## src/hw/within_consts.svh

```systemverilog
// Offsets, field positions and reset values of the within-window event block.
// Included by the package and the bench; definitions only.
`ifndef WITHIN_CONSTS_SVH
`define WITHIN_CONSTS_SVH

// Register indices; byte address is four times the index
`define IDX_WITHIN_EVENT_STATUS 8'h2E
`define IDX_CONFIG 8'h40
`define IDX_UPPER_THRESHOLD 8'h41
`define IDX_LOWER_THRESHOLD 8'h42
`define IDX_DEBOUNCE_COUNT 8'h43
`define IDX_IRQ_STATUS 8'h44
`define IDX_IRQ_MASK 8'h45

// Status register field positions
`define POS_ACTIVE 7
`define POS_X_FLAG 5
`define POS_Y_FLAG 3
`define POS_Z_FLAG 1

// Config register field positions (axis enables follow x=2, y=1, z=0)
`define POS_LATCH_ENABLE 3
`define POS_LOGIC_SELECT 4
`define POS_RELATIVE 5
`define POS_WAKE_ON_WITHIN 6
`define POS_ROUTE_ONE 7
`define POS_ROUTE_TWO 8

// Reset values
`define RST_STATUS 8'h00
`define RST_CONFIG 9'h000
`define RST_UPPER 12'h000
`define RST_LOWER 12'h000
`define RST_DEBOUNCE 8'h00

`endif

```

## src/hw/within_pkg.sv

```systemverilog
// Types shared by the within-window event block and its bench.
// Assumes the constants header sits in the include path.
`include "within_consts.svh"

package within_pkg;
    typedef logic [11:0] sample_t;
    typedef sample_t [2:0] triplet_t;

    typedef struct packed {
        logic [31:0] awaddr;
        logic awvalid;
        logic [31:0] wdata;
        logic [3:0] wstrb;
        logic wvalid;
        logic bready;
        logic [31:0] araddr;
        logic arvalid;
        logic rready;
    } axi_req_t;

    typedef struct packed {
        logic awready;
        logic wready;
        logic [1:0] bresp;
        logic bvalid;
        logic arready;
        logic [31:0] rdata;
        logic [1:0] rresp;
        logic rvalid;
    } axi_rsp_t;

    typedef enum logic {
        ARMED = 1'b0,
        FIRED = 1'b1
    } latch_state_t;
endpackage

```

## src/hw/within_threshold_event_status.sv

```systemverilog
// Within-window half of the data change detector: window test, debounce, status,
// interrupt routing and an AXI4-Lite register slave.
// Assumes samples, reference and the data-rate strobe come from logic on clk.
//
// Behaviour
// [RULE1] The combined active bit (bit 7) sets once the condition held for at least the debounce count of ticks.
// [RULE2] The combined active bit reads 0 when no enabled axis is inside the window, and resets to 0; latch mode keeps it set until the status read.
// [RULE3] An axis is inside only when strictly above the lower and strictly below the upper threshold.
// [RULE4] Enabled axis results combine as all-of or any-of, chosen by the logic select bit.
// [RULE5] Only enabled axes take part; with none enabled the function stays idle.
// [RULE6] With wake-on-within set, the wake/sleep timer is reset every tick while the active bit is set.
// [RULE7] Per-axis flags for x, y and z sit at bits 5, 3 and 1 and show strict inside-ness.
// [RULE8] The host heeds a per-axis flag only while that axis is enabled.
// [RULE9] In latch mode the per-axis flags are captured as the active bit rises and held until the status read.
// [RULE10] Without latching the per-axis flags refresh whenever active and the debounce count is reached.
// [RULE11] Without latching and with a zero debounce count the per-axis flags refresh on every tick.
// [RULE12] The active bit can be routed to either interrupt pin.
// [RULE13] In latch mode the active bit asserts only on a false-to-true change of the condition.
// [RULE14] Unused status bits read zero and writes to the status register are ignored.
module within_threshold_event_status (
    input wire logic clk,
    input wire logic rst,
    input wire logic clk_en,
    input wire within_pkg::axi_req_t axi_req,
    output within_pkg::axi_rsp_t axi_rsp,
    input wire logic odr_tick,
    input wire within_pkg::triplet_t sample,
    input wire within_pkg::triplet_t reference,
    output logic interrupt_pin_one,
    output logic interrupt_pin_two,
    output logic wake_timer_reset,
    output logic irq
);
    import within_pkg::*;

    logic [8:0] config_reg;
    sample_t upper_threshold;
    sample_t lower_threshold;
    logic [7:0] within_debounce_count;
    logic irq_status;
    logic irq_mask;
    logic within_event_active;
    logic [2:0] within_flag;
    logic [7:0] held_count;
    latch_state_t latch_state;
    localparam logic [7:0] STATUS_RESET = `RST_STATUS;

    logic [31:0] aw_addr;
    logic [31:0] w_data;
    logic [3:0] w_strb;

    wire [2:0] axis_enable = config_reg[2:0];
    wire within_latch_enable = config_reg[`POS_LATCH_ENABLE];
    wire within_logic_select = config_reg[`POS_LOGIC_SELECT];
    wire relative_mode = config_reg[`POS_RELATIVE];
    wire wake_on_within_event = config_reg[`POS_WAKE_ON_WITHIN];

    // Window test per axis
    wire [2:0] axis_inside;
    genvar g;
    generate
        for (g = 0; g < 3; g++) begin : g_axis
            wire sample_t delta = sample_t'(sample[g] - reference[g]);
            wire sample_t value = relative_mode ? delta : sample[g];
            // [RULE3] strict window compare
            assign axis_inside[g] = ($signed(value) > $signed(lower_threshold))
                && ($signed(value) < $signed(upper_threshold));
        end
    endgenerate

    // [RULE5] disabled axes drop out
    wire any_enabled = |axis_enable;
    wire [2:0] enabled_inside = axis_inside & axis_enable;
    // [RULE4] all-of or any-of
    wire all_inside = &(axis_inside | ~axis_enable);
    wire condition = any_enabled && (within_logic_select ? all_inside : |enabled_inside);

    // Count saturates so a long hold never wraps back below the debounce count
    wire [7:0] next_held = !condition ? 8'h00 : (held_count == 8'hFF) ? held_count : held_count + 8'h01;
    // [RULE1] debounce reached
    wire reached = condition && (next_held >= within_debounce_count);
    wire debounce_zero = (within_debounce_count == 8'h00);

    // Register bus decode
    wire aw_take = axi_req.awvalid && axi_rsp.awready;
    wire w_take = axi_req.wvalid && axi_rsp.wready;
    wire ar_take = axi_req.arvalid && axi_rsp.arready;
    wire write_go = !axi_rsp.awready && !axi_rsp.wready && !axi_rsp.bvalid;
    wire [7:0] w_index = aw_addr[9:2];
    wire [7:0] r_index = axi_req.araddr[9:2];
    wire w_aligned = (aw_addr[1:0] == 2'b00) && (aw_addr[31:10] == 22'h0);
    wire r_aligned = (axi_req.araddr[1:0] == 2'b00) && (axi_req.araddr[31:10] == 22'h0);
    wire [31:0] w_mask = {{8{w_strb[3]}}, {8{w_strb[2]}}, {8{w_strb[1]}}, {8{w_strb[0]}}};
    wire wr_config = write_go && w_aligned && (w_index == `IDX_CONFIG);
    wire wr_upper = write_go && w_aligned && (w_index == `IDX_UPPER_THRESHOLD);
    wire wr_lower = write_go && w_aligned && (w_index == `IDX_LOWER_THRESHOLD);
    wire wr_debounce = write_go && w_aligned && (w_index == `IDX_DEBOUNCE_COUNT);
    wire wr_irq_status = write_go && w_aligned && (w_index == `IDX_IRQ_STATUS);
    wire wr_irq_mask = write_go && w_aligned && (w_index == `IDX_IRQ_MASK);
    // [RULE14] status writes accepted and dropped
    wire wr_status = write_go && w_aligned && (w_index == `IDX_WITHIN_EVENT_STATUS);
    wire wr_known = wr_config || wr_upper || wr_lower || wr_debounce || wr_irq_status || wr_irq_mask || wr_status;
    wire [31:0] merged = w_data & w_mask;
    wire status_read = ar_take && r_aligned && (r_index == `IDX_WITHIN_EVENT_STATUS);

    // [RULE7] [RULE14] flag positions, unused zero
    wire [7:0] status_word = {within_event_active, 1'b0, within_flag[2], 1'b0, within_flag[1], 1'b0,
        within_flag[0], 1'b0};
    logic [31:0] read_word;
    logic read_known;
    always_comb begin
        read_known = r_aligned;
        unique case (r_index)
            `IDX_WITHIN_EVENT_STATUS: read_word = {24'h000000, status_word};
            `IDX_CONFIG: read_word = {23'h0, config_reg};
            `IDX_UPPER_THRESHOLD: read_word = {20'h00000, upper_threshold};
            `IDX_LOWER_THRESHOLD: read_word = {20'h00000, lower_threshold};
            `IDX_DEBOUNCE_COUNT: read_word = {24'h000000, within_debounce_count};
            `IDX_IRQ_STATUS: read_word = {31'h0, irq_status};
            `IDX_IRQ_MASK: read_word = {31'h0, irq_mask};
            default: begin
                read_word = 32'h00000000;
                read_known = 1'b0;
            end
        endcase
    end

    // Event timing
    wire fire_latched = odr_tick && reached && (latch_state == ARMED);
    wire next_active_live = reached;
    wire event_rise = odr_tick && !within_event_active
        && (within_latch_enable ? fire_latched : next_active_live);

    // Bus write channels
    always_ff @(posedge clk or posedge rst) begin
        if (rst) begin
            axi_rsp.awready <= 1'b1;
            axi_rsp.wready <= 1'b1;
            axi_rsp.bvalid <= 1'b0;
            axi_rsp.bresp <= 2'b00;
            aw_addr <= 32'h00000000;
            w_data <= 32'h00000000;
            w_strb <= 4'h0;
        end else if (clk_en) begin
            if (aw_take) begin
                aw_addr <= axi_req.awaddr;
                axi_rsp.awready <= 1'b0;
            end
            if (w_take) begin
                w_data <= axi_req.wdata;
                w_strb <= axi_req.wstrb;
                axi_rsp.wready <= 1'b0;
            end
            if (write_go) begin
                axi_rsp.bvalid <= 1'b1;
                axi_rsp.bresp <= wr_known ? 2'b00 : 2'b10;
            end
            if (axi_rsp.bvalid && axi_req.bready) begin
                axi_rsp.bvalid <= 1'b0;
                axi_rsp.awready <= 1'b1;
                axi_rsp.wready <= 1'b1;
            end
        end
    end

    // Bus read channel
    always_ff @(posedge clk or posedge rst) begin
        if (rst) begin
            axi_rsp.arready <= 1'b1;
            axi_rsp.rvalid <= 1'b0;
            axi_rsp.rdata <= 32'h00000000;
            axi_rsp.rresp <= 2'b00;
        end else if (clk_en) begin
            if (ar_take) begin
                axi_rsp.arready <= 1'b0;
                axi_rsp.rvalid <= 1'b1;
                axi_rsp.rdata <= read_word;
                axi_rsp.rresp <= read_known ? 2'b00 : 2'b10;
            end else if (axi_rsp.rvalid && axi_req.rready) begin
                axi_rsp.rvalid <= 1'b0;
                axi_rsp.arready <= 1'b1;
            end
        end
    end

    // Software registers
    always_ff @(posedge clk or posedge rst) begin
        if (rst) begin
            config_reg <= `RST_CONFIG;
            upper_threshold <= `RST_UPPER;
            lower_threshold <= `RST_LOWER;
            within_debounce_count <= `RST_DEBOUNCE;
            irq_mask <= 1'b0;
        end else if (clk_en) begin
            if (wr_config) config_reg <= (config_reg & ~w_mask[8:0]) | merged[8:0];
            if (wr_upper) upper_threshold <= (upper_threshold & ~w_mask[11:0]) | merged[11:0];
            if (wr_lower) lower_threshold <= (lower_threshold & ~w_mask[11:0]) | merged[11:0];
            if (wr_debounce) within_debounce_count <= (within_debounce_count & ~w_mask[7:0]) | merged[7:0];
            if (wr_irq_mask) irq_mask <= (irq_mask & ~w_mask[0]) | merged[0];
        end
    end

    // Debounce counter advances once per data-rate tick
    always_ff @(posedge clk or posedge rst) begin
        if (rst) begin
            held_count <= 8'h00;
        end else if (clk_en && odr_tick) begin
            held_count <= next_held;
        end
    end

    // [RULE13] re-arm once the condition drops or latch mode is cleared
    always_ff @(posedge clk or posedge rst) begin
        if (rst) begin
            latch_state <= ARMED;
        end else if (clk_en && odr_tick) begin
            unique case (latch_state)
                ARMED: if (fire_latched && within_latch_enable) latch_state <= FIRED;
                FIRED: if (!condition || !within_latch_enable) latch_state <= ARMED;
            endcase
        end
    end

    // Active bit and per-axis flags; a capture beats a clearing read in the same cycle
    always_ff @(posedge clk or posedge rst) begin
        if (rst) begin
            within_event_active <= STATUS_RESET[`POS_ACTIVE];
            within_flag <= 3'b000;
        end else if (clk_en) begin
            if (within_latch_enable) begin
                // [RULE9] capture on rise, hold until read
                if (fire_latched) begin
                    within_event_active <= 1'b1;
                    within_flag <= enabled_inside;
                end else if (status_read) begin
                    within_event_active <= 1'b0;
                    within_flag <= 3'b000;
                end
            end else if (odr_tick) begin
                // [RULE1] [RULE2] live active bit
                within_event_active <= next_active_live;
                // [RULE10] [RULE11] live refresh
                if (reached || debounce_zero) within_flag <= enabled_inside;
            end
        end
    end

    // Sticky interrupt status, write one to clear, set wins
    always_ff @(posedge clk or posedge rst) begin
        if (rst) begin
            irq_status <= 1'b0;
        end else if (clk_en) begin
            if (event_rise) irq_status <= 1'b1;
            else if (wr_irq_status && w_strb[0] && w_data[0]) irq_status <= 1'b0;
        end
    end

    // Pins and wake timer
    always_ff @(posedge clk or posedge rst) begin
        if (rst) begin
            interrupt_pin_one <= 1'b0;
            interrupt_pin_two <= 1'b0;
            wake_timer_reset <= 1'b0;
            irq <= 1'b0;
        end else if (clk_en) begin
            // [RULE12] pin routing
            interrupt_pin_one <= within_event_active && config_reg[`POS_ROUTE_ONE];
            interrupt_pin_two <= within_event_active && config_reg[`POS_ROUTE_TWO];
            // [RULE6] hold off sleep each tick
            wake_timer_reset <= odr_tick && within_event_active && wake_on_within_event;
            irq <= irq_status && irq_mask;
        end
    end
endmodule

```

## config.mk

```make
export PLATFORM = sky130hd
export DESIGN_NAME = within_threshold_event_status
export DESIGN_NICKNAME = d
export VERILOG_FILES = /design/src/hw/within_pkg.sv /design/src/hw/within_threshold_event_status.sv
export VERILOG_INCLUDE_DIRS = /design/src /design/src/hw
export SDC_FILE = /design/constraint.sdc
export NUM_CORES = 1
export LEC_CHECK = 0
export ABC_AREA = 1
export BUFFER_PORTS_ARGS = -buffer_cell sky130_fd_sc_hd__buf_4
export CORE_MARGIN = 2
export CORE_UTILIZATION = 45
export CTS_CLUSTER_SIZE = 14
export DETAILED_ROUTE_END_ITERATION = 10
export HOLD_SLACK_MARGIN = 0.02
export PLACE_DENSITY = 0.77
export SETUP_SLACK_MARGIN = 0.02
export SLEW_MARGIN = 20
export SYNTH_ARGS = -nofsm -noshare
export SYNTH_HDL_FRONTEND = slang
export SYNTH_SLANG_ARGS = --single-unit
```

## constraint.sdc

```tcl
create_clock -name clk -period 6.85 [get_ports clk]
set_input_delay 1.0275 -clock clk [delete_from_list [all_inputs] [get_ports clk]]
set_output_delay 1.0275 -clock clk [all_outputs]
set_load 0.02 [all_outputs]
```

# == Yosys cells after proc, flatten, opt, wreduce, memory -nomap -nowiden ==
# Cells that the tools add are included.
# totals
wordCells,188
ff_bits,147
input_bits,181
# op_classes
bitwise_logic,19
reduce_logical,83
n_lt_le_gt_ge,7
eq_ne,16
n_addsub,4
n_mux,34
# op_table
operator,count
$eq A8 B7 Y1 const B,12
$pmux W12 S7,1
$logic_not A22 Y1,2
$logic_and A1 B1 Y1,37
$and A12 B12 Y12,3
$gt A12 B12 Y1,3
$lt A12 B12 Y1,3
$mux W12,3
$sub A12 B12 Y12,3
$reduce_and A2 Y1,14
$or A12 B12 Y12,2
$mux W1,19
$eq A8 B6 Y1 const B,2
$mux W8,2
$mux W3,5
$reduce_bool A2 Y1,7
$not A12 Y12,1
$and A9 B9 Y9,1
$not A9 Y9,1
$or A9 B9 Y9,1
$add A8 B1 Y8 const B,1
$and A8 B8 Y8,1
$eq A8 B8 Y1 const B,1
$ge A8 B8 Y1,1
19 further kinds,37

# == Logic depth before layout (Yosys ltp) ==
# logic_depth
ltp_word,17
depth_mapped,44

# == Least setup slack after synthesis ==
# Ideal clock, no wire load.
# synth_timing
path_type,in2reg
start,input port sample[0] in the netlist's numbering
end,register within_flag[0]
slack_ns,1.440
setup_ns,0.117
stages,40
arrival_time_ns,5.292
path_buffers,0
path_cell_list,inv_1 ha_1 inv_1 fa_1 nand3_1 nand2_1 nand2_1 nand2_1 a21oi_1 nor2_1 o21ai_0 nand2_1 a21o_1 a21oi_1 xor2_1 o21ai_0 ha_1 nand2_1 [4 not listed] nand4_1 nand2_1 nor2_1 nand3_1 nand2_1 nand3_1 nand2_1 nand2_4 a31oi_2 ha_1 a21oi_1 o21ai_0 nand2_1 o2111ai_1 nand3_1 nand2_2 nand4_1 nand2_1
# synth_via
elab_chain_cells,15
elab_cells_between_ends,24
# synth_lines
element,line,source
from (decl),within_threshold_event_status.sv:27,"input wire within_pkg::triplet_t sample,"
$sub A12 B12 Y12,within_threshold_event_status.sv:63,wire sample_t delta = sample_t'(sample[g] - reference[g]);
$mux W12 *,within_threshold_event_status.sv:64,wire sample_t value = relative_mode ? delta : sample[g];
$gt A12 B12 Y1 / $lt A12 B12 Y1 (equally long branches),"within_threshold_event_status.sv:66, within_threshold_event_status.sv:67",
$logic_and A1 B1 Y1 *,within_threshold_event_status.sv:67,&& ($signed(value) < $signed(upper_threshold));
$and A3 B3 Y3 / $or A3 B3 Y3 (equally long branches),"within_threshold_event_status.sv:73, within_threshold_event_status.sv:75",
$reduce_or A3 Y1 / $reduce_and A3 Y1 (equally long branches),"within_threshold_event_status.sv:76, within_threshold_event_status.sv:75",
$mux W1 *,within_threshold_event_status.sv:76,wire condition = any_enabled && (within_logic_select ? all_inside : |enabled_inside);
$logic_and A1 B1 Y1 *,within_threshold_event_status.sv:76,
$mux W8 *,within_threshold_event_status.sv:79,wire [7:0] next_held = !condition ? 8'h00 : (held_count == 8'hFF) ? held_count : held_count + 8'h01;
net next_held[3],within_threshold_event_status.sv:79,
$ge A8 B8 Y1 *,within_threshold_event_status.sv:81,wire reached = condition && (next_held >= within_debounce_count);
$logic_and A1 B1 Y1 *,within_threshold_event_status.sv:81,
$logic_and A1 B1 Y1 (2 in a row),within_threshold_event_status.sv:129,wire fire_latched = odr_tick && reached && (latch_state == ARMED);
$ne A3 B1 Y1 (no source line) / $mux W3 (equally long branches),--,
$reduce_and A4 Y1 (no source line) / $mux W3 (equally long branches),--,
to (signal assigned),within_threshold_event_status.sv:234,within_flag <= enabled_inside;
to (signal assigned),within_threshold_event_status.sv:243,if (reached || debounce_zero) within_flag <= enabled_inside;
to (decl),within_threshold_event_status.sv:43,logic [2:0] within_flag;
# Mark *: on every way through the listed nets, which the timed path passes. The rest lies on a longest branch. The select of a mux whose other input is x is not followed.
# A chain may end at the register's enable or synchronous reset.

# == Final worst setup path ==
# layout_timing
start,input port sample[0] in the netlist's numbering
end,register within_event_active
# layout_via
elab_chain_cells,15
elab_cells_between_ends,21
# layout_lines
element,line,source
$sub A12 B12 Y12,within_threshold_event_status.sv:63,
$mux W12 *,within_threshold_event_status.sv:64,
$gt A12 B12 Y1 / $lt A12 B12 Y1 (equally long branches),"within_threshold_event_status.sv:66, within_threshold_event_status.sv:67",
$logic_and A1 B1 Y1 *,within_threshold_event_status.sv:67,
$and A3 B3 Y3 / $or A3 B3 Y3 (equally long branches),"within_threshold_event_status.sv:73, within_threshold_event_status.sv:75",
$reduce_or A3 Y1 / $reduce_and A3 Y1 (equally long branches),"within_threshold_event_status.sv:76, within_threshold_event_status.sv:75",
$mux W1 *,within_threshold_event_status.sv:76,
$logic_and A1 B1 Y1 *,within_threshold_event_status.sv:76,
$mux W8 *,within_threshold_event_status.sv:79,
net next_held[3],within_threshold_event_status.sv:79,
$ge A8 B8 Y1 *,within_threshold_event_status.sv:81,
$logic_and A1 B1 Y1 *,within_threshold_event_status.sv:81,
$logic_and A1 B1 Y1 (2 in a row),within_threshold_event_status.sv:129,
$ne A3 B1 Y1 (no source line) / $mux W1 (equally long branches),--,
$reduce_and A3 Y1 (no source line) / $mux W1 (equally long branches),--,
to (signal assigned),within_threshold_event_status.sv:227,within_event_active <= STATUS_RESET[`POS_ACTIVE];
to (signal assigned),within_threshold_event_status.sv:241,within_event_active <= next_active_live;
to (decl),within_threshold_event_status.sv:42,logic within_event_active;
# Marks and branches as above.

==> impl_results.md <==
- Status: finished clean
- H-tree levels: 4
- Largest net degree at the start of global routing: 72
- Number of synthesized flops with an enable pin: 0
- CP max-delay cell: fa_1
- Distinct cells, synth: 47
- Share of layout cells above drive strength 1: 18.82%
- CTS tree: done
- IO buf count: 181
- Initial antenna violation count: 0
- Final TNS setup: 0 ns
- N_diodes: 0
- Synth Instances: ~1300
- Critical Path RT: roughly 7.2 ns
- Cell family with most CP delay: simple AND/OR/NAND/NOR gates
- Vias: 9006
- WP depth: 40
- FF-to-FF End: within_event_active$_DFFE_PP0P_
- Worst slew margin: about two fifths
- Setup Fix Bufs, Post-CTS: 0
- Starting Density: 45.56%
- DRC marker count from the first detailed-route iteration: between 500 and 600
- Post-cts sizing count: 0
- #FFs+latches synth: between 100 and 150
- CTS buffer count: 17
- R2r setup slk: 2.27 ns
- Fin cells: 1736
- Total track usage: around a quarter
- Bufs on Longest Clock Path: 2
- Type of the worst setup path: in -> reg
- Clk_skew: 0.008400 ns
- Fin crit period: just over 6 ns
- Maximum VDD drop: approximately 0.00018 V
- Reg clk slew, reported paths: 0.06 ns
- Crit path to: within_event_active$_DFFE_PP0P_
- Max frequency: about 160 MHz
- First drt pass iteration count: 5
- Synth Flop Type: dfrtp_1
- Max FO, Critical Path: 8
- Placer Congestion: 0.9165
- Layout overhead on the synthesized area: 22.82%
- Register area: 0.003132 mm2
- TritonCTS Sinks: approximately 130
- Die H: approximately 150 um
- Leading cell types by count after synthesis: 311 x nand2_1, 185 x inv_1, 122 x dfrtp_1, 111 x ha_1, 88 x o21ai_0
- First-pass GRT wire length: 40870 um
- Final antenna-violating net count: 0
- Clock root cell: clkbuf_16
- Worst path bufs/invs: 4
- I/O pin count: 226
- Setup crit start: sample[0]
- Overflow after GRT: 0
- Area leader, netlist: dfrtp_1
- RSZ-0062 raised after global routing: false
- Syn_area_per_cell: approximately 7.5 um2
- Nets: between 1500 and 2000
- Leak: between 6 and 7 nW
- Slew @ Worst Pin: between 0.9 and 1 ns
- Cell with the most instances after synthesis: nand2_1
- Rows: 53
- Core Footprint: 0.02082 mm2
- # placed instances: between 1500 and 2000
- Hold Crit Class: reg -> reg
- Post-CTS Hold Fix Bufs: 0
- # fillers: approximately 1900
- Worst skew pair latency: between 0.4 and 0.5 ns
- Area of the multi-input gates: 0.005469 mm2
- Routed len/inst: 14.81 um
- Dpl hpwl: 20260 um
- Crit path launch type: primary input
- Synth warnings: 0
- Die area: about 0.022 mm2
- Synth async-reset ratio: 100.0%
- Hold Vio Cnt, Final: 0
- CP peak stage delay: around 0.4 ns
- Drt via density: 5.188
- FF-to-FF path depth: 27
- CP endpoint kind: flop
- Max Cap Violations: 0
- Die Span X: 149.2 um
- DRC errors left: 0
- Detailed Route WL: 25720 um
- Mapped Area: 0.009487 mm2
- Final count of pins violating max slew: 0
- Period utilization: 89.23%
- Top cells by area, synth: dfrtp_1 32%, ha_1 15%, nand2_1 12%
- Sequential cell area fraction in the yosys report: 33.01%
- Cell repeated most along the worst path: nand2_1
- Synth top area share: 32.18%
- Vias in the first global route: 8669
- Worst EP arrival: 6.41 ns
- PwrDens: ~220 mW/mm2
- Final setup violation count: 0
==> cells by family (layout without fill, tap and decap cells) <==
logic type                 count (synthesis)  in the layout  synth area share, %
other                                      1             22              0.03953
and+or+nand+nor                          509            509                22.79
xor gates and xnor gates                  16             16                1.477
muxes                                     29             29                3.442
adders and majority gates                114            114                15.27
buffers and inverters                    234            408                10.17
AOI/OAI and AO/OA                        238            238                13.80
DFF                                      125            125                33.01
==> stage by stage <==
step | total power, mW | setup slack (ns) | util, % | cell area (um2) | hold WS (ns)
after floorplan | 1.391 | 1.440 | - | 9565 | 0.4427
after global routing | 2.644 | 0.2905 | 55.95 | 11650 | 0.5034
after detailed placement | 1.612 | 0.4049 | 53.10 | 11060 | 0.4614
after global placement | 1.584 | 0.4548 | 53.10 | 11060 | 0.4584
after CTS | 2.519 | 0.8029 | 55.95 | 11650 | 0.4800
final | 2.509 | 0.7378 | 55.95 | 11650 | 0.4816
==> report_power, final <==
| group | switching, mW | internal, mW |
|---|---|---|
| Sequential | 0.0932 | 0.899 |
| Clock | 0.351 | 0.551 |
| Combinational | 0.338 | 0.276 |
==> worst min-delay path by stage <==
stage                               start                          to  cells after the start
5_1_grt                              flop                        flop                      2
3_5_place_dp   within_flag[0]$_DFFE_PP0P_  within_flag[0]$_DFFE_PP0P_                      2
4_1_cts        within_flag[1]$_DFFE_PP0P_  within_flag[1]$_DFFE_PP0P_                      2
6_report          axi_rsp[14]$_DFFE_PP0P_     axi_rsp[14]$_DFFE_PP0P_                      2
2_1_floorplan  within_flag[0]$_DFFE_PP0P_  within_flag[0]$_DFFE_PP0P_                      2
3_3_place_gp   within_flag[1]$_DFFE_PP0P_  within_flag[1]$_DFFE_PP0P_                      2
==> cell usage in the layout (no fill, tap or decap), drive strengths merged, types with 4 or more instances in the layout <==
cell type	synthesis	routed
a211oi	4	4
buf	25	185
nor2	85	85
and2	8	8
ha	111	111
o21ai	99	99
o22ai	18	18
a21oi	91	91
nand2	313	313
dfrtp	122	122
nand4	22	22
o21a	4	4
inv	190	196
clkbuf	17	18
or2	9	9
nor3	9	9
conb	1	22
a21o	4	4
nor4	20	20
clkinv	2	4
mux2	29	29
xnor2	8	8
nand3	42	42
xor2	8	8
a31oi	10	10
==> layout make-up <==
class                      instances  share of cell area [%]
multi-input combinational        928                   46.94
sequential                       125                   26.88
timing repair buffer             185                   11.92
inverter                         192                   6.207
clock buffer                      18                   3.769
tap                              275                   2.953
clock inverter                    13                   1.332
==> metal layers <==
metal | routed length (um) | share of wire, % | track usage (%) | vias up
met4 | 668 | 2.6 | 7.857 | 0
li1 | - | - | - | 4517
met2 | 12430 | 48 | 40.37 | 307
met3 | 1791 | 7.0 | 4.220 | 42
met5 | 0 | 0 | 0 | -
met1 | 10830 | 42 | 29.19 | 4140
==> worst register-to-register path, delay by kind of cell, from the launching register on <==
kind                       cells  cell delay (ns)
and+or+nand+nor               12             1.34
AOI/OAI and AO/OA              9             1.19
adders and majority gates      2             0.61
buffers and inverters          3             0.63
xor gates and xnor gates       1             0.29
DFF                            1             0.39
No activity file was read; power rests on OpenSTA's default activity.
